### src/rtl/lwk_pkg.sv
package lwk_pkg;

  // Register byte offsets
  localparam logic [11:0] OFF_CTRL = 12'h000;
  localparam logic [11:0] OFF_STATUS = 12'h004;
  localparam logic [11:0] OFF_LENGTH = 12'h008;
  localparam logic [11:0] OFF_ADDR_LO = 12'h00C;
  localparam logic [11:0] OFF_ADDR_HI = 12'h010;
  localparam logic [11:0] OFF_PMCSR = 12'h014;
  localparam logic [11:0] OFF_IRQ_STAT = 12'h018;
  localparam logic [11:0] OFF_IRQ_MASK = 12'h01C;
  localparam logic [11:0] OFF_MEM_BASE = 12'h100;
  localparam logic [11:0] OFF_MEM_LAST = 12'h17C;

  // Field positions
  localparam int CTRL_WAKE_EN = 0;
  localparam int CTRL_PME_EN = 1;
  localparam int STAT_PATTERN = 0;
  localparam int PMCSR_PME_STATUS = 15;
  localparam int IRQ_MATCH = 0;
  localparam int IRQ_PME = 1;
  localparam int IRQ_BITS = 2;

  // Values after reset
  localparam logic [1:0] CTRL_RESET = 2'h0;
  localparam logic [47:0] STATION_RESET = 48'h0000_0000_0000;

  // Wake pattern shape: sync run, then the station address repeated
  localparam logic [7:0] SYNC_BYTE = 8'hFF;
  localparam logic [2:0] SYNC_COUNT = 3'h6;
  localparam logic [6:0] BODY_BYTES = 7'h60;
  localparam logic [2:0] ADDR_BYTES = 3'h6;
  localparam int CAPTURE_BYTES = 128;

  typedef struct packed {
    logic valid;
    logic sop;
    logic eop;
    logic maint;
    logic [7:0] data;
  } lwk_rx_s;

  typedef enum logic [2:0] {
    ST_IDLE = 3'b001,
    ST_WAIT_LINK = 3'b010,
    ST_SEND = 3'b100
  } lwk_pme_e;

endpackage

### src/rtl/lwk_wakeup.sv
// What this block does
// - Pull wake request low on every filter match
// - Power-up copies EEPROM wake enable into control
// - Screen every packet while wakeup enabled
// - PME enabled: set PME status, send message
// - Keep first 128 bytes of matching packet
// - Match sets wake pattern received flag
// - Match writes packet length register
// - First match held until flag written one
// - Enable only cleared by power-on reset, EEPROM or software
// - Config survives soft-off; soft-off clears data
// - Maintenance port packets never wake
`timescale 1ns/1ps
`default_nettype none

module lwk_wakeup #(
  parameter int LEN_W = 16
) (
  input wire logic core_clk, // 100 MHz
  input wire logic rst_n, // Power-on reset, sync
  input wire logic psel, // APB select
  input wire logic penable, // APB enable
  input wire logic pwrite, // APB direction
  input wire logic [11:0] paddr, // APB byte address
  input wire logic [31:0] pwdata, // APB write data
  output logic [31:0] prdata, // APB read data
  output logic pready, // APB ready
  output logic pslverr, // APB error
  input wire lwk_pkg::lwk_rx_s rx, // Received byte stream
  input wire logic eepromLoad, // EEPROM word read done
  input wire logic eepromWakeEn, // Enable bit of that word
  input wire logic linkUp, // Link has power and clock
  input wire logic softOffPin, // Platform entering soft-off
  output logic mac_wake_request_n, // Wake pin, active low
  output logic pmeMsg, // PM_PME message request
  output logic irq // Level interrupt
);

  ////////////////////////////////////////////////////////////////
  // Registers

  logic [1:0] wakeup_control_reg;
  logic wake_pattern_received_flag;
  logic [LEN_W-1:0] wakeup_packet_length_reg;
  logic [47:0] stationAddr;
  logic pmeStatus;
  logic [lwk_pkg::IRQ_BITS-1:0] irqStat;
  logic [lwk_pkg::IRQ_BITS-1:0] irqMask;
  logic packet_wakeup_enable_bit;
  logic pme_on_wakeup_enable;

  // Two banks so a failed capture never disturbs the kept packet
  logic [7:0] wakeup_packet_memory [2*lwk_pkg::CAPTURE_BYTES];
  logic bank;

  assign packet_wakeup_enable_bit = wakeup_control_reg[lwk_pkg::CTRL_WAKE_EN];
  assign pme_on_wakeup_enable = wakeup_control_reg[lwk_pkg::CTRL_PME_EN];

  ////////////////////////////////////////////////////////////////
  // APB decode

  logic setup;
  logic wrDone;
  logic rdDone;
  logic isMem;

  assign setup = psel && !penable;
  assign wrDone = psel && penable && pready && pwrite;
  assign rdDone = psel && penable && pready && !pwrite;
  assign isMem = (paddr >= lwk_pkg::OFF_MEM_BASE) && (paddr <= lwk_pkg::OFF_MEM_LAST);

  function automatic logic hit(input logic [11:0] a, input logic [11:0] off);
    return a == off;
  endfunction

  function automatic logic mapped(input logic [11:0] a);
    return hit(a, lwk_pkg::OFF_CTRL) || hit(a, lwk_pkg::OFF_STATUS) || hit(a, lwk_pkg::OFF_LENGTH)
      || hit(a, lwk_pkg::OFF_ADDR_LO) || hit(a, lwk_pkg::OFF_ADDR_HI) || hit(a, lwk_pkg::OFF_PMCSR)
      || hit(a, lwk_pkg::OFF_IRQ_STAT) || hit(a, lwk_pkg::OFF_IRQ_MASK)
      || ((a >= lwk_pkg::OFF_MEM_BASE) && (a <= lwk_pkg::OFF_MEM_LAST) && (a[1:0] == 2'h0));
  endfunction

  logic [31:0] next_rdata;
  logic [6:0] memByte;

  always_comb
  begin
    memByte = {paddr[6:2], 2'h0};
    next_rdata = 32'h0000_0000;
    if (isMem)
    begin
      next_rdata = {wakeup_packet_memory[{bank, memByte + 7'h3}], wakeup_packet_memory[{bank, memByte + 7'h2}],
                    wakeup_packet_memory[{bank, memByte + 7'h1}], wakeup_packet_memory[{bank, memByte}]};
    end
    else
    begin
      case (paddr)
        lwk_pkg::OFF_CTRL: next_rdata = {30'h0, wakeup_control_reg};
        lwk_pkg::OFF_STATUS: next_rdata = {31'h0, wake_pattern_received_flag};
        lwk_pkg::OFF_LENGTH: next_rdata = 32'(wakeup_packet_length_reg);
        lwk_pkg::OFF_ADDR_LO: next_rdata = stationAddr[31:0];
        lwk_pkg::OFF_ADDR_HI: next_rdata = {16'h0, stationAddr[47:32]};
        lwk_pkg::OFF_PMCSR: next_rdata = 32'(pmeStatus) << lwk_pkg::PMCSR_PME_STATUS;
        lwk_pkg::OFF_IRQ_STAT: next_rdata = {30'h0, irqStat};
        lwk_pkg::OFF_IRQ_MASK: next_rdata = {30'h0, irqMask};
        default: next_rdata = 32'h0000_0000;
      endcase
    end
  end

  // One fixed wait-free access: ready rises for the first access cycle
  always_ff @(posedge core_clk)
  begin
    if (!rst_n)
    begin
      pready <= 1'b0;
      pslverr <= 1'b0;
      prdata <= 32'h0000_0000;
    end
    else
    begin
      pready <= setup;
      // Error flag stands only beside ready, never after
      pslverr <= setup && !mapped(paddr);
      if (setup)
      begin
        prdata <= pwrite ? 32'h0000_0000 : next_rdata;
      end
    end
  end

  ////////////////////////////////////////////////////////////////
  // Soft-off pin: three flops, counts once second and third agree

  logic [2:0] offSync;
  logic softOff;
  logic softOffPrev;
  logic softOffEntry;

  always_ff @(posedge core_clk)
  begin
    if (!rst_n)
    begin
      offSync <= 3'h0;
      softOff <= 1'b0;
      softOffPrev <= 1'b0;
    end
    else
    begin
      offSync <= {offSync[1:0], softOffPin};
      if (offSync[1] == offSync[2])
      begin
        softOff <= offSync[2];
      end
      softOffPrev <= softOff;
    end
  end

  assign softOffEntry = softOff && !softOffPrev;

  ////////////////////////////////////////////////////////////////
  // Wake pattern matcher

  logic [2:0] syncCnt;
  logic inBody;
  logic [6:0] bodyIdx;
  logic [2:0] addrIdx;
  logic matched;
  logic [LEN_W-1:0] byteCnt;
  logic [2:0] curSync;
  logic curBody;
  logic curMatched;
  logic [6:0] curIdx;
  logic [2:0] curAddr;
  logic [LEN_W-1:0] curCnt;
  logic byteTake;
  logic bodyHit;
  logic [7:0] expByte;

  function automatic logic [7:0] addrByte(input logic [47:0] a, input logic [2:0] i);
    return a[8*(5-i) +: 8];
  endfunction

  // Start of packet wipes the running state before the byte is judged
  always_comb
  begin
    curSync = rx.sop ? 3'h0 : syncCnt;
    curBody = rx.sop ? 1'b0 : inBody;
    curMatched = rx.sop ? 1'b0 : matched;
    curIdx = rx.sop ? 7'h0 : bodyIdx;
    curAddr = rx.sop ? 3'h0 : addrIdx;
    curCnt = rx.sop ? '0 : byteCnt;
    expByte = addrByte(stationAddr, curAddr);
    byteTake = rx.valid && packet_wakeup_enable_bit && !rx.maint;
    bodyHit = curBody && (rx.data == expByte) && (curIdx == lwk_pkg::BODY_BYTES - 7'h1);
  end

  always_ff @(posedge core_clk)
  begin
    if (!rst_n)
    begin
      syncCnt <= 3'h0;
      inBody <= 1'b0;
      bodyIdx <= 7'h0;
      addrIdx <= 3'h0;
      matched <= 1'b0;
      byteCnt <= '0;
    end
    else if (byteTake)
    begin
      byteCnt <= curCnt + 1'b1;
      matched <= curMatched || bodyHit;
      if (!curBody)
      begin
        if (rx.data == lwk_pkg::SYNC_BYTE)
        begin
          syncCnt <= (curSync == lwk_pkg::SYNC_COUNT - 3'h1) ? curSync : curSync + 3'h1;
          inBody <= curSync == lwk_pkg::SYNC_COUNT - 3'h1;
          bodyIdx <= 7'h0;
          addrIdx <= 3'h0;
        end
        else
        begin
          syncCnt <= 3'h0;
          inBody <= 1'b0;
        end
      end
      else if (rx.data == expByte)
      begin
        bodyIdx <= curIdx + 7'h1;
        addrIdx <= (curAddr == lwk_pkg::ADDR_BYTES - 3'h1) ? 3'h0 : curAddr + 3'h1;
        inBody <= !bodyHit;
        syncCnt <= 3'h0;
      end
      else if (rx.data == lwk_pkg::SYNC_BYTE && curIdx == 7'h0)
      begin
        inBody <= 1'b1;
      end
      else
      begin
        inBody <= 1'b0;
        syncCnt <= (rx.data == lwk_pkg::SYNC_BYTE) ? 3'h1 : 3'h0;
      end
    end
  end

  ////////////////////////////////////////////////////////////////
  // Capture and commit

  logic matchEvent;

  // A miss only ever writes the spare bank, so the kept packet stands
  always_ff @(posedge core_clk)
  begin
    if (byteTake && !wake_pattern_received_flag && curCnt < LEN_W'(lwk_pkg::CAPTURE_BYTES))
    begin
      wakeup_packet_memory[{!bank, curCnt[6:0]}] <= rx.data;
    end
  end

  assign matchEvent = byteTake && rx.eop && (curMatched || bodyHit) && !wake_pattern_received_flag;

  always_ff @(posedge core_clk)
  begin
    if (!rst_n)
    begin
      bank <= 1'b0;
      wakeup_packet_length_reg <= '0;
    end
    else if (matchEvent)
    begin
      bank <= !bank;
      wakeup_packet_length_reg <= curCnt + 1'b1;
    end
    else if (softOffEntry)
    begin
      wakeup_packet_length_reg <= '0;
    end
  end

  // Set beats a same-cycle write of one
  always_ff @(posedge core_clk)
  begin
    if (!rst_n)
    begin
      wake_pattern_received_flag <= 1'b0;
    end
    else if (matchEvent)
    begin
      wake_pattern_received_flag <= 1'b1;
    end
    else if (softOffEntry)
    begin
      wake_pattern_received_flag <= 1'b0;
    end
    else if (wrDone && hit(paddr, lwk_pkg::OFF_STATUS) && pwdata[lwk_pkg::STAT_PATTERN])
    begin
      wake_pattern_received_flag <= 1'b0;
    end
  end

  ////////////////////////////////////////////////////////////////
  // Control and address registers

  // Only power-on reset lands here; a system reset leaves it alone
  always_ff @(posedge core_clk)
  begin
    if (!rst_n)
    begin
      wakeup_control_reg <= lwk_pkg::CTRL_RESET;
      stationAddr <= lwk_pkg::STATION_RESET;
    end
    else
    begin
      if (eepromLoad)
      begin
        wakeup_control_reg[lwk_pkg::CTRL_WAKE_EN] <= eepromWakeEn;
      end
      else if (wrDone && hit(paddr, lwk_pkg::OFF_CTRL))
      begin
        wakeup_control_reg <= pwdata[1:0];
      end
      if (wrDone && hit(paddr, lwk_pkg::OFF_ADDR_LO))
      begin
        stationAddr[31:0] <= pwdata;
      end
      if (wrDone && hit(paddr, lwk_pkg::OFF_ADDR_HI))
      begin
        stationAddr[47:32] <= pwdata[15:0];
      end
    end
  end

  ////////////////////////////////////////////////////////////////
  // Wake pin and PME message

  lwk_pkg::lwk_pme_e pmeState;
  logic pmeSent;

  // Pin stays low until a software write of one or soft-off entry clears the received flag
  always_ff @(posedge core_clk)
  begin
    if (!rst_n)
    begin
      mac_wake_request_n <= 1'b1;
    end
    else if (matchEvent)
    begin
      mac_wake_request_n <= 1'b0;
    end
    else if (!wake_pattern_received_flag)
    begin
      mac_wake_request_n <= 1'b1;
    end
  end

  assign pmeSent = pmeState == lwk_pkg::ST_SEND;

  always_ff @(posedge core_clk)
  begin
    if (!rst_n)
    begin
      pmeState <= lwk_pkg::ST_IDLE;
      pmeMsg <= 1'b0;
    end
    else
    begin
      pmeMsg <= 1'b0;
      case (pmeState)
        lwk_pkg::ST_IDLE:
        begin
          if (matchEvent && pme_on_wakeup_enable)
          begin
            pmeState <= linkUp ? lwk_pkg::ST_SEND : lwk_pkg::ST_WAIT_LINK;
          end
        end
        lwk_pkg::ST_WAIT_LINK:
        begin
          if (linkUp)
          begin
            pmeState <= lwk_pkg::ST_SEND;
          end
        end
        lwk_pkg::ST_SEND:
        begin
          pmeMsg <= 1'b1;
          pmeState <= lwk_pkg::ST_IDLE;
        end
        default: pmeState <= lwk_pkg::ST_IDLE;
      endcase
    end
  end

  always_ff @(posedge core_clk)
  begin
    if (!rst_n)
    begin
      pmeStatus <= 1'b0;
    end
    else if (matchEvent && pme_on_wakeup_enable)
    begin
      pmeStatus <= 1'b1;
    end
    else if (wrDone && hit(paddr, lwk_pkg::OFF_PMCSR) && pwdata[lwk_pkg::PMCSR_PME_STATUS])
    begin
      pmeStatus <= 1'b0;
    end
  end

  ////////////////////////////////////////////////////////////////
  // Interrupts: sticky, cleared by read, set wins

  logic [lwk_pkg::IRQ_BITS-1:0] irqEvent;
  logic irqRead;

  assign irqEvent = {pmeSent, matchEvent};
  assign irqRead = rdDone && hit(paddr, lwk_pkg::OFF_IRQ_STAT);

  always_ff @(posedge core_clk)
  begin
    if (!rst_n)
    begin
      irqStat <= '0;
      irqMask <= '0;
      irq <= 1'b0;
    end
    else
    begin
      irqStat <= (irqRead ? '0 : irqStat) | irqEvent;
      if (wrDone && hit(paddr, lwk_pkg::OFF_IRQ_MASK))
      begin
        irqMask <= pwdata[lwk_pkg::IRQ_BITS-1:0];
      end
      irq <= |(((irqRead ? '0 : irqStat) | irqEvent) & irqMask);
    end
  end

endmodule

`default_nettype wire

### config.mk
export PLATFORM = sky130hd
export DESIGN_NAME = lwk_wakeup
export DESIGN_NICKNAME = d
export VERILOG_FILES = /design/src/rtl/lwk_pkg.sv /design/src/rtl/lwk_wakeup.sv
export SDC_FILE = /design/constraint.sdc
export NUM_CORES = 2
export LEC_CHECK = 0
export BUFFER_PORTS_ARGS = -buffer_cell sky130_fd_sc_hd__buf_2
export CORE_UTILIZATION = 39
export CTS_CLUSTER_SIZE = 16
export DETAILED_ROUTE_END_ITERATION = 7
export PLACE_DENSITY = 0.63
export SKIP_LAST_GASP = 1
export SLEW_MARGIN = 10
export SYNTH_ARGS = -nofsm -noshare
export SYNTH_HDL_FRONTEND = slang
export SYNTH_SLANG_ARGS = --single-unit
### constraint.sdc
create_clock -name core_clk -period 4.17 [get_ports core_clk]
set_clock_uncertainty 0.05 [all_clocks]
set_input_delay 0.6255 -clock core_clk [delete_from_list [all_inputs] [get_ports core_clk]]
set_output_delay 0.6255 -clock core_clk [all_outputs]
set_load 0.05 [all_outputs]
Word level (Yosys, flattened, before mapping)
Memory sizes are Yosys's and may differ from the RTL's.
Index checks and enable logic that the tools add are counted.

cells by class
  $add $sub $neg = 8
  order comparisons = 3
  eq/ne operators = 21
  shift-type cells = 1
  muxes and demuxes = 45
  bitwise operators = 3
  reductions and logical operators = 59

operators with widths
  cell                                                                               count
  32-bit one-hot mux with 8 select lines                                             1
  32-bit 2-to-1 mux                                                                  2
  12-bit by 5-bit equality test with 1-bit output, second input constant             4
  16-bit 2-to-1 mux                                                                  3
  48-bit by 33-bit indexed part select with 8-bit output                             1
  3-bit 2-to-1 mux                                                                   14
  1-bit logical AND                                                                  29
  7-bit 2-to-1 mux                                                                   4
  12-bit by 4-bit equality test with 1-bit output, second input constant             2
  1-bit 2-to-1 mux                                                                   19
  16-bit by 1-bit adder with 16-bit output, second input constant                    1
  16-bit by 8-bit less-than comparator with 1-bit output, second input constant      1
  7-bit by 1-bit adder with 7-bit output, second input constant                      2
  7-bit by 2-bit adder with 7-bit output, second input constant                      2
  12-bit by 3-bit equality test with 1-bit output, second input constant             1
  12-bit by 9-bit >= comparator with 1-bit output, second input constant             1
  12-bit by 9-bit less-or-equal comparator with 1-bit output, second input constant  1
  12-bit logical NOT                                                                 1
  3-bit equality test, second input constant                                         3
  1-bit logical OR                                                                   9
  8-bit equality test                                                                1
  8-bit equality test, second input constant                                         1
  1-bit logical NOT                                                                  8
  2-bit nonzero test                                                                 4
  other kinds (20)                                                                   25

storage, ports and cells
  flip-flop bits (word level) = 149
  RAM bits = 2048
  bits of input ports = 65
  output and inout port bits = 37
  logic and storage cells = 167
  memories kept = 1

memory list
  memory                depth  bits a word  read ports  clocked after memory_dff  write ports  RTL line          source
  wakeup_packet_memory  256    8            4           0                         1            lwk_wakeup.sv:53  logic [7:0] wakeup_packet_memory [2*lwk_pkg::CAPTURE_BYTES];

Logic depth before layout (Yosys ltp)
  depth in word-level cells = 12
  gate-level depth with buffers = 15
  mapped depth without buffers = 11

Worst setup path before layout
Ideal clock, no wire load.

  kind = input to register
  start point = input port rx[10] in the netlist's numbering
  end point = register bodyIdx[5]
  setup time = 0.086 ns
  data arrival time = 4.220 ns
  required time = 4.034 ns
  slack = -0.185 ns
  stages = 13
  path through = clkbuf_1 > clkbuf_1 > clkbuf_1 > nor2b_1 > ha_1 > clkbuf_1 > mux4_2 > a2bb2oi_1 > xnor2_1 > nor4_2 > nand4_2 > or4_1 > a211oi_1

between the ends
  cells in the longest elaborated chain, start to end = 6
  elaborated cells on any way between the ends = 12
  those cells by class = add/sub: 2; eq/ne: 2; shift: 1; mux: 5; reduce/logical: 2

ends and longest elaborated chain
  what                                                    RTL line           source
  from (decl)                                             lwk_wakeup.sv:29   input wire lwk_pkg::lwk_rx_s rx,
  3-bit 2-to-1 mux                                        lwk_wakeup.sv:191  curAddr = rx.sop ? 3'h0 : addrIdx;
  3-bit by 3-bit subtractor with 4-bit output             lwk_wakeup.sv:181  return a[8*(5-i) +: 8];
  48-bit by 33-bit indexed part select with 8-bit output  lwk_wakeup.sv:181
  8-bit equality test                                     lwk_wakeup.sv:228  else if (rx.data == expByte)
  2-bit by 1-bit != test with 1-bit output (no line)      --
  3-bit AND reduction (no line)                           --
  to (signal assigned)                                    lwk_wakeup.sv:230  bodyIdx <= curIdx + 7'h1;
  to (decl)                                               lwk_wakeup.sv:166  logic [6:0] bodyIdx;

Parallel ways exist; a longest one is shown, timed or not. The select of a mux whose other input is x is not followed.
A chain may end at the register's enable or synchronous reset.

Final worst setup path
  start point = register addrIdx[1]
  end point = register bodyIdx[4]

between the ends
  cells in the longest elaborated chain, start to end = 6

ends and longest elaborated chain
  what                                                    RTL line           source
  from (decl)                                             lwk_wakeup.sv:167  logic [2:0] addrIdx;
  from (signal assigned)                                  lwk_wakeup.sv:231  addrIdx <= (curAddr == lwk_pkg::ADDR_BYTES - 3'h1) ? 3'h0 : curAddr + 3'h1;
  3-bit 2-to-1 mux                                        lwk_wakeup.sv:191
  3-bit by 3-bit subtractor with 4-bit output             lwk_wakeup.sv:181
  48-bit by 33-bit indexed part select with 8-bit output  lwk_wakeup.sv:181
  8-bit equality test                                     lwk_wakeup.sv:228
  2-bit by 1-bit != test with 1-bit output (no line)      --
  3-bit AND reduction (no line)                           --

No other way between the ends.

==> out/qor.yml <==
floorplan:
  start_util: 0.3918
  dieArea_um2: 222400
  die_y_um: 471.6
  num_io_pins: 102
  fp.dieW_um: 471.6
  core-area_um2: 219500
  rows: 172
cts:
  htree_num_levels: 4
  clk_latency_ns: 0.86
  cts_buffers: 208
  clkTransAtPathRegs_ns: 0.06
  clockBufferDepth: 3
  cts_root_buffer: "clkbuf_16"
  postCtsSetupBuffers: 0
  cts_tree: "done"
  cts_sinks: 2197
worst_setup_path:
  worstPathArrival_ns: 4.31
  cp.required_ns: 4.89
  reg2reg_depth: 9
  cp_cell_sequence: "nor2b_1 > ha_1 > or3b_2 > a2bb2oi_1 > xnor2_1 > nor4_4 > nand4_1 > or4_1 > o221ai_1"
  r2r-end: "bodyIdx[4]"
  crit_path_max_incr_delay_ns: 0.53
  critPathCaptureType: "register"
  crit_type: "reg -> reg"
  critPathSlowestCell: "dfxtp_1"
  r2r-start: "addrIdx[1]"
  cp-start-kind: "register"
  crit_fanout: 11
  r2r_setup_slack_ns: 0.58
logic_synthesis:
  synth_area_um2: 86010
  synth_nets: 4218
  ys_seq_area_frac: 0.7497
  synth-edff-count: 2048
  post_synth.cell_area_avg_um2: 20.77
  synth.distinct_cells: 67
  yosys_register_bits: 2197
  synth_cells: 4142
  yosysWarningCount: 0
  synthArstFlopShare: 0
  synth_ff_type: "edfxtp_1"
power:
  power_mw: 44.52
  p_leak_nw: 30.62
  power.density_nw_per_um2: 450.5
  ir_drop_mv: 0.4167
route:
  wl_um: 208500
  wl_per_cell_um: 27.59
  drt_iter0_markers: 5047
  vias: 42673
  antenna_left: 0
  dr.pass1.iters: 6
  drc: 0
  viasPerCell: 5.645
global_routing:
  grt_pass1_wl_um: 304600
  grt_pass1_vias: 43004
  overflow: 0
  grt_usage: 0.1870
  grt_max_degree: 207
  antenna_found_initial: 7
timing:
  fmax_mhz: 278.7
  worstMarginPinSlew_ns: 1.133
  setup-violations-final: 0
  finalHoldViolations: 0
  fin_crit_ns: 3.588
  rsz0062_at_grt: "no"
  period_share: 0.8605
  slew_headroom: 0.2448
  tns_ns: 0
  drv_slew: 0
final_layout:
  drive_gt1_frac: 0.2880
  largest_reg_flops: 2048
  area_growth_pct: 14.90
  nets: 4586
  utilization: 0.4502
placed_design:
  place_congestion: 0.8729
  port_buffers: 101
  hpwl_um: 129700
run:
  drv_cap: 0
hold_path:
  hp-class: "in -> reg"
  hold_path_startpoint: "rx[7]"
  worstHoldPathCells: 1
  min_to: "wakeup_packet_memory[183][7]"
outcome:
  status: "finished, final reports clean"
power breakdown:
part / total (mW) / internal (mW) / switching (mW)
logic: 2.07 / 0.864 / 1.21
registers: 24.1 / 24.1 / 0.00417
clock network: 18.4 / 10.2 / 8.19
metrics by stage:
stage / worst slack, ns / cells / hold slack [ns] / instance area [um^2]
CTS: 0.6396 / 7559 / 0.02083 / 98830
finish: 0.5816 / 7560 / 0.07409 / 98830
detailed placement: 0.2075 / 7132 / 0.3914 / 91840
floorplan: 0.04122 / 4142 / 0.3619 / 86040
global placement: 0.2236 / 7132 / 0.3813 / 91840
global route: 0.4033 / 7560 / 0.02961 / 98830
how the worst max path moves through the flow:
stage                       endpoint  startpoint  slack [ns]  depth (start not counted)
final                     bodyIdx[4]  addrIdx[1]        0.58                          9
after global routing      bodyIdx[4]  addrIdx[1]        0.40                         10
after CTS                 bodyIdx[4]  addrIdx[1]        0.64                          9
after detailed placement  prdata[31]    paddr[3]        0.21                          9
after global placement    prdata[30]    paddr[3]        0.22                          8
after floorplan           bodyIdx[5]      rx[10]        0.04                         13
per-layer routing:
| layer | wire length, um | track usage |
|---|---|---|
| met2 | 100600 | 0.2996 |
| met3 | 13880 | 0.02869 |
| met5 | 0 | 0 |
| met1 | 88810 | 0.2661 |
| met4 | 5288 | 0.05138 |
layout by cell type (no fill, tap or decap), types with 27 or more instances in the layout:
cell	n
a21oi_1	90
a22oi_1	49
buf_12	41
buf_2	89
buf_4	228
clkbuf_1	58
clkbuf_16	211
clkinv_1	48
clkinv_2	27
dfxtp_1	148
dlygate4sd3_1	39
edfxtp_1	2048
mux4_2	676
nand2_1	191
nand2b_1	36
nor2_1	318
o21ai_0	55
synth_stat cells, types with 9 or more instances:
library cell / count / area [um^2]
buf_1: 60 / 225.2
a22o_1: 14 / 122.6
a22oi_1: 49 / 367.9
ha_1: 11 / 137.6
mux4_2: 676 / 15220
nand4_1: 17 / 106.4
inv_1: 12 / 45.04
a21oi_1: 90 / 450.4
nor3_1: 10 / 50.05
and2_1: 9 / 56.30
edfxtp_1: 2048 / 61500
nor2_1: 318 / 1194
mux2i_1: 18 / 180.2
xnor2_1: 14 / 122.6
nand2b_1: 36 / 225.2
o21ai_0: 55 / 275.3
nand3_1: 25 / 125.1
dfxtp_1: 149 / 2983
nor2b_1: 19 / 118.9
nand2_1: 191 / 716.9
a31oi_1: 14 / 87.58
clkbuf_1: 181 / 679.4
worst max-delay path: cells and delay by family (launching register included):
| kind | cells | cell delay [ns] |
|---|---|---|
| AOI/OAI and AO/OA | 2 | 0.27 |
| DFF | 1 | 0.53 |
| and+or+nand+nor | 5 | 2.17 |
| adders and majority gates | 1 | 0.27 |
| xor gates and xnor gates | 1 | 0.18 |
cell type report:
cell class | instances | area, um^2
fill | 18270 | 120700
sequential | 2197 | 64480
multi-input combinational | 1681 | 20560
clock buffer | 281 | 5628
tap | 2871 | 3592
timing repair buffer | 409 | 3545
clock inverter | 107 | 969.7
inverter | 13 | 50.05
antenna | 1 | 2.502
kinds of logic after synthesis:
family	count (synthesis)	share of synthesized area
and+or+nand+nor	680	0.03514
AOI/OAI and AO/OA	272	0.01997
adders and majority gates	11	0.001600
DFF	2197	0.7497
buffers and inverters	264	0.01184
muxes	696	0.1795
xor gates and xnor gates	22	0.002240
timing repair:
action                                 4_1_cts  5_1_grt
hold buffers                                39        0
endpoints found under the hold margin       55        0
gates resized for setup                      0        0
No activity file was read; power rests on OpenSTA's default activity.
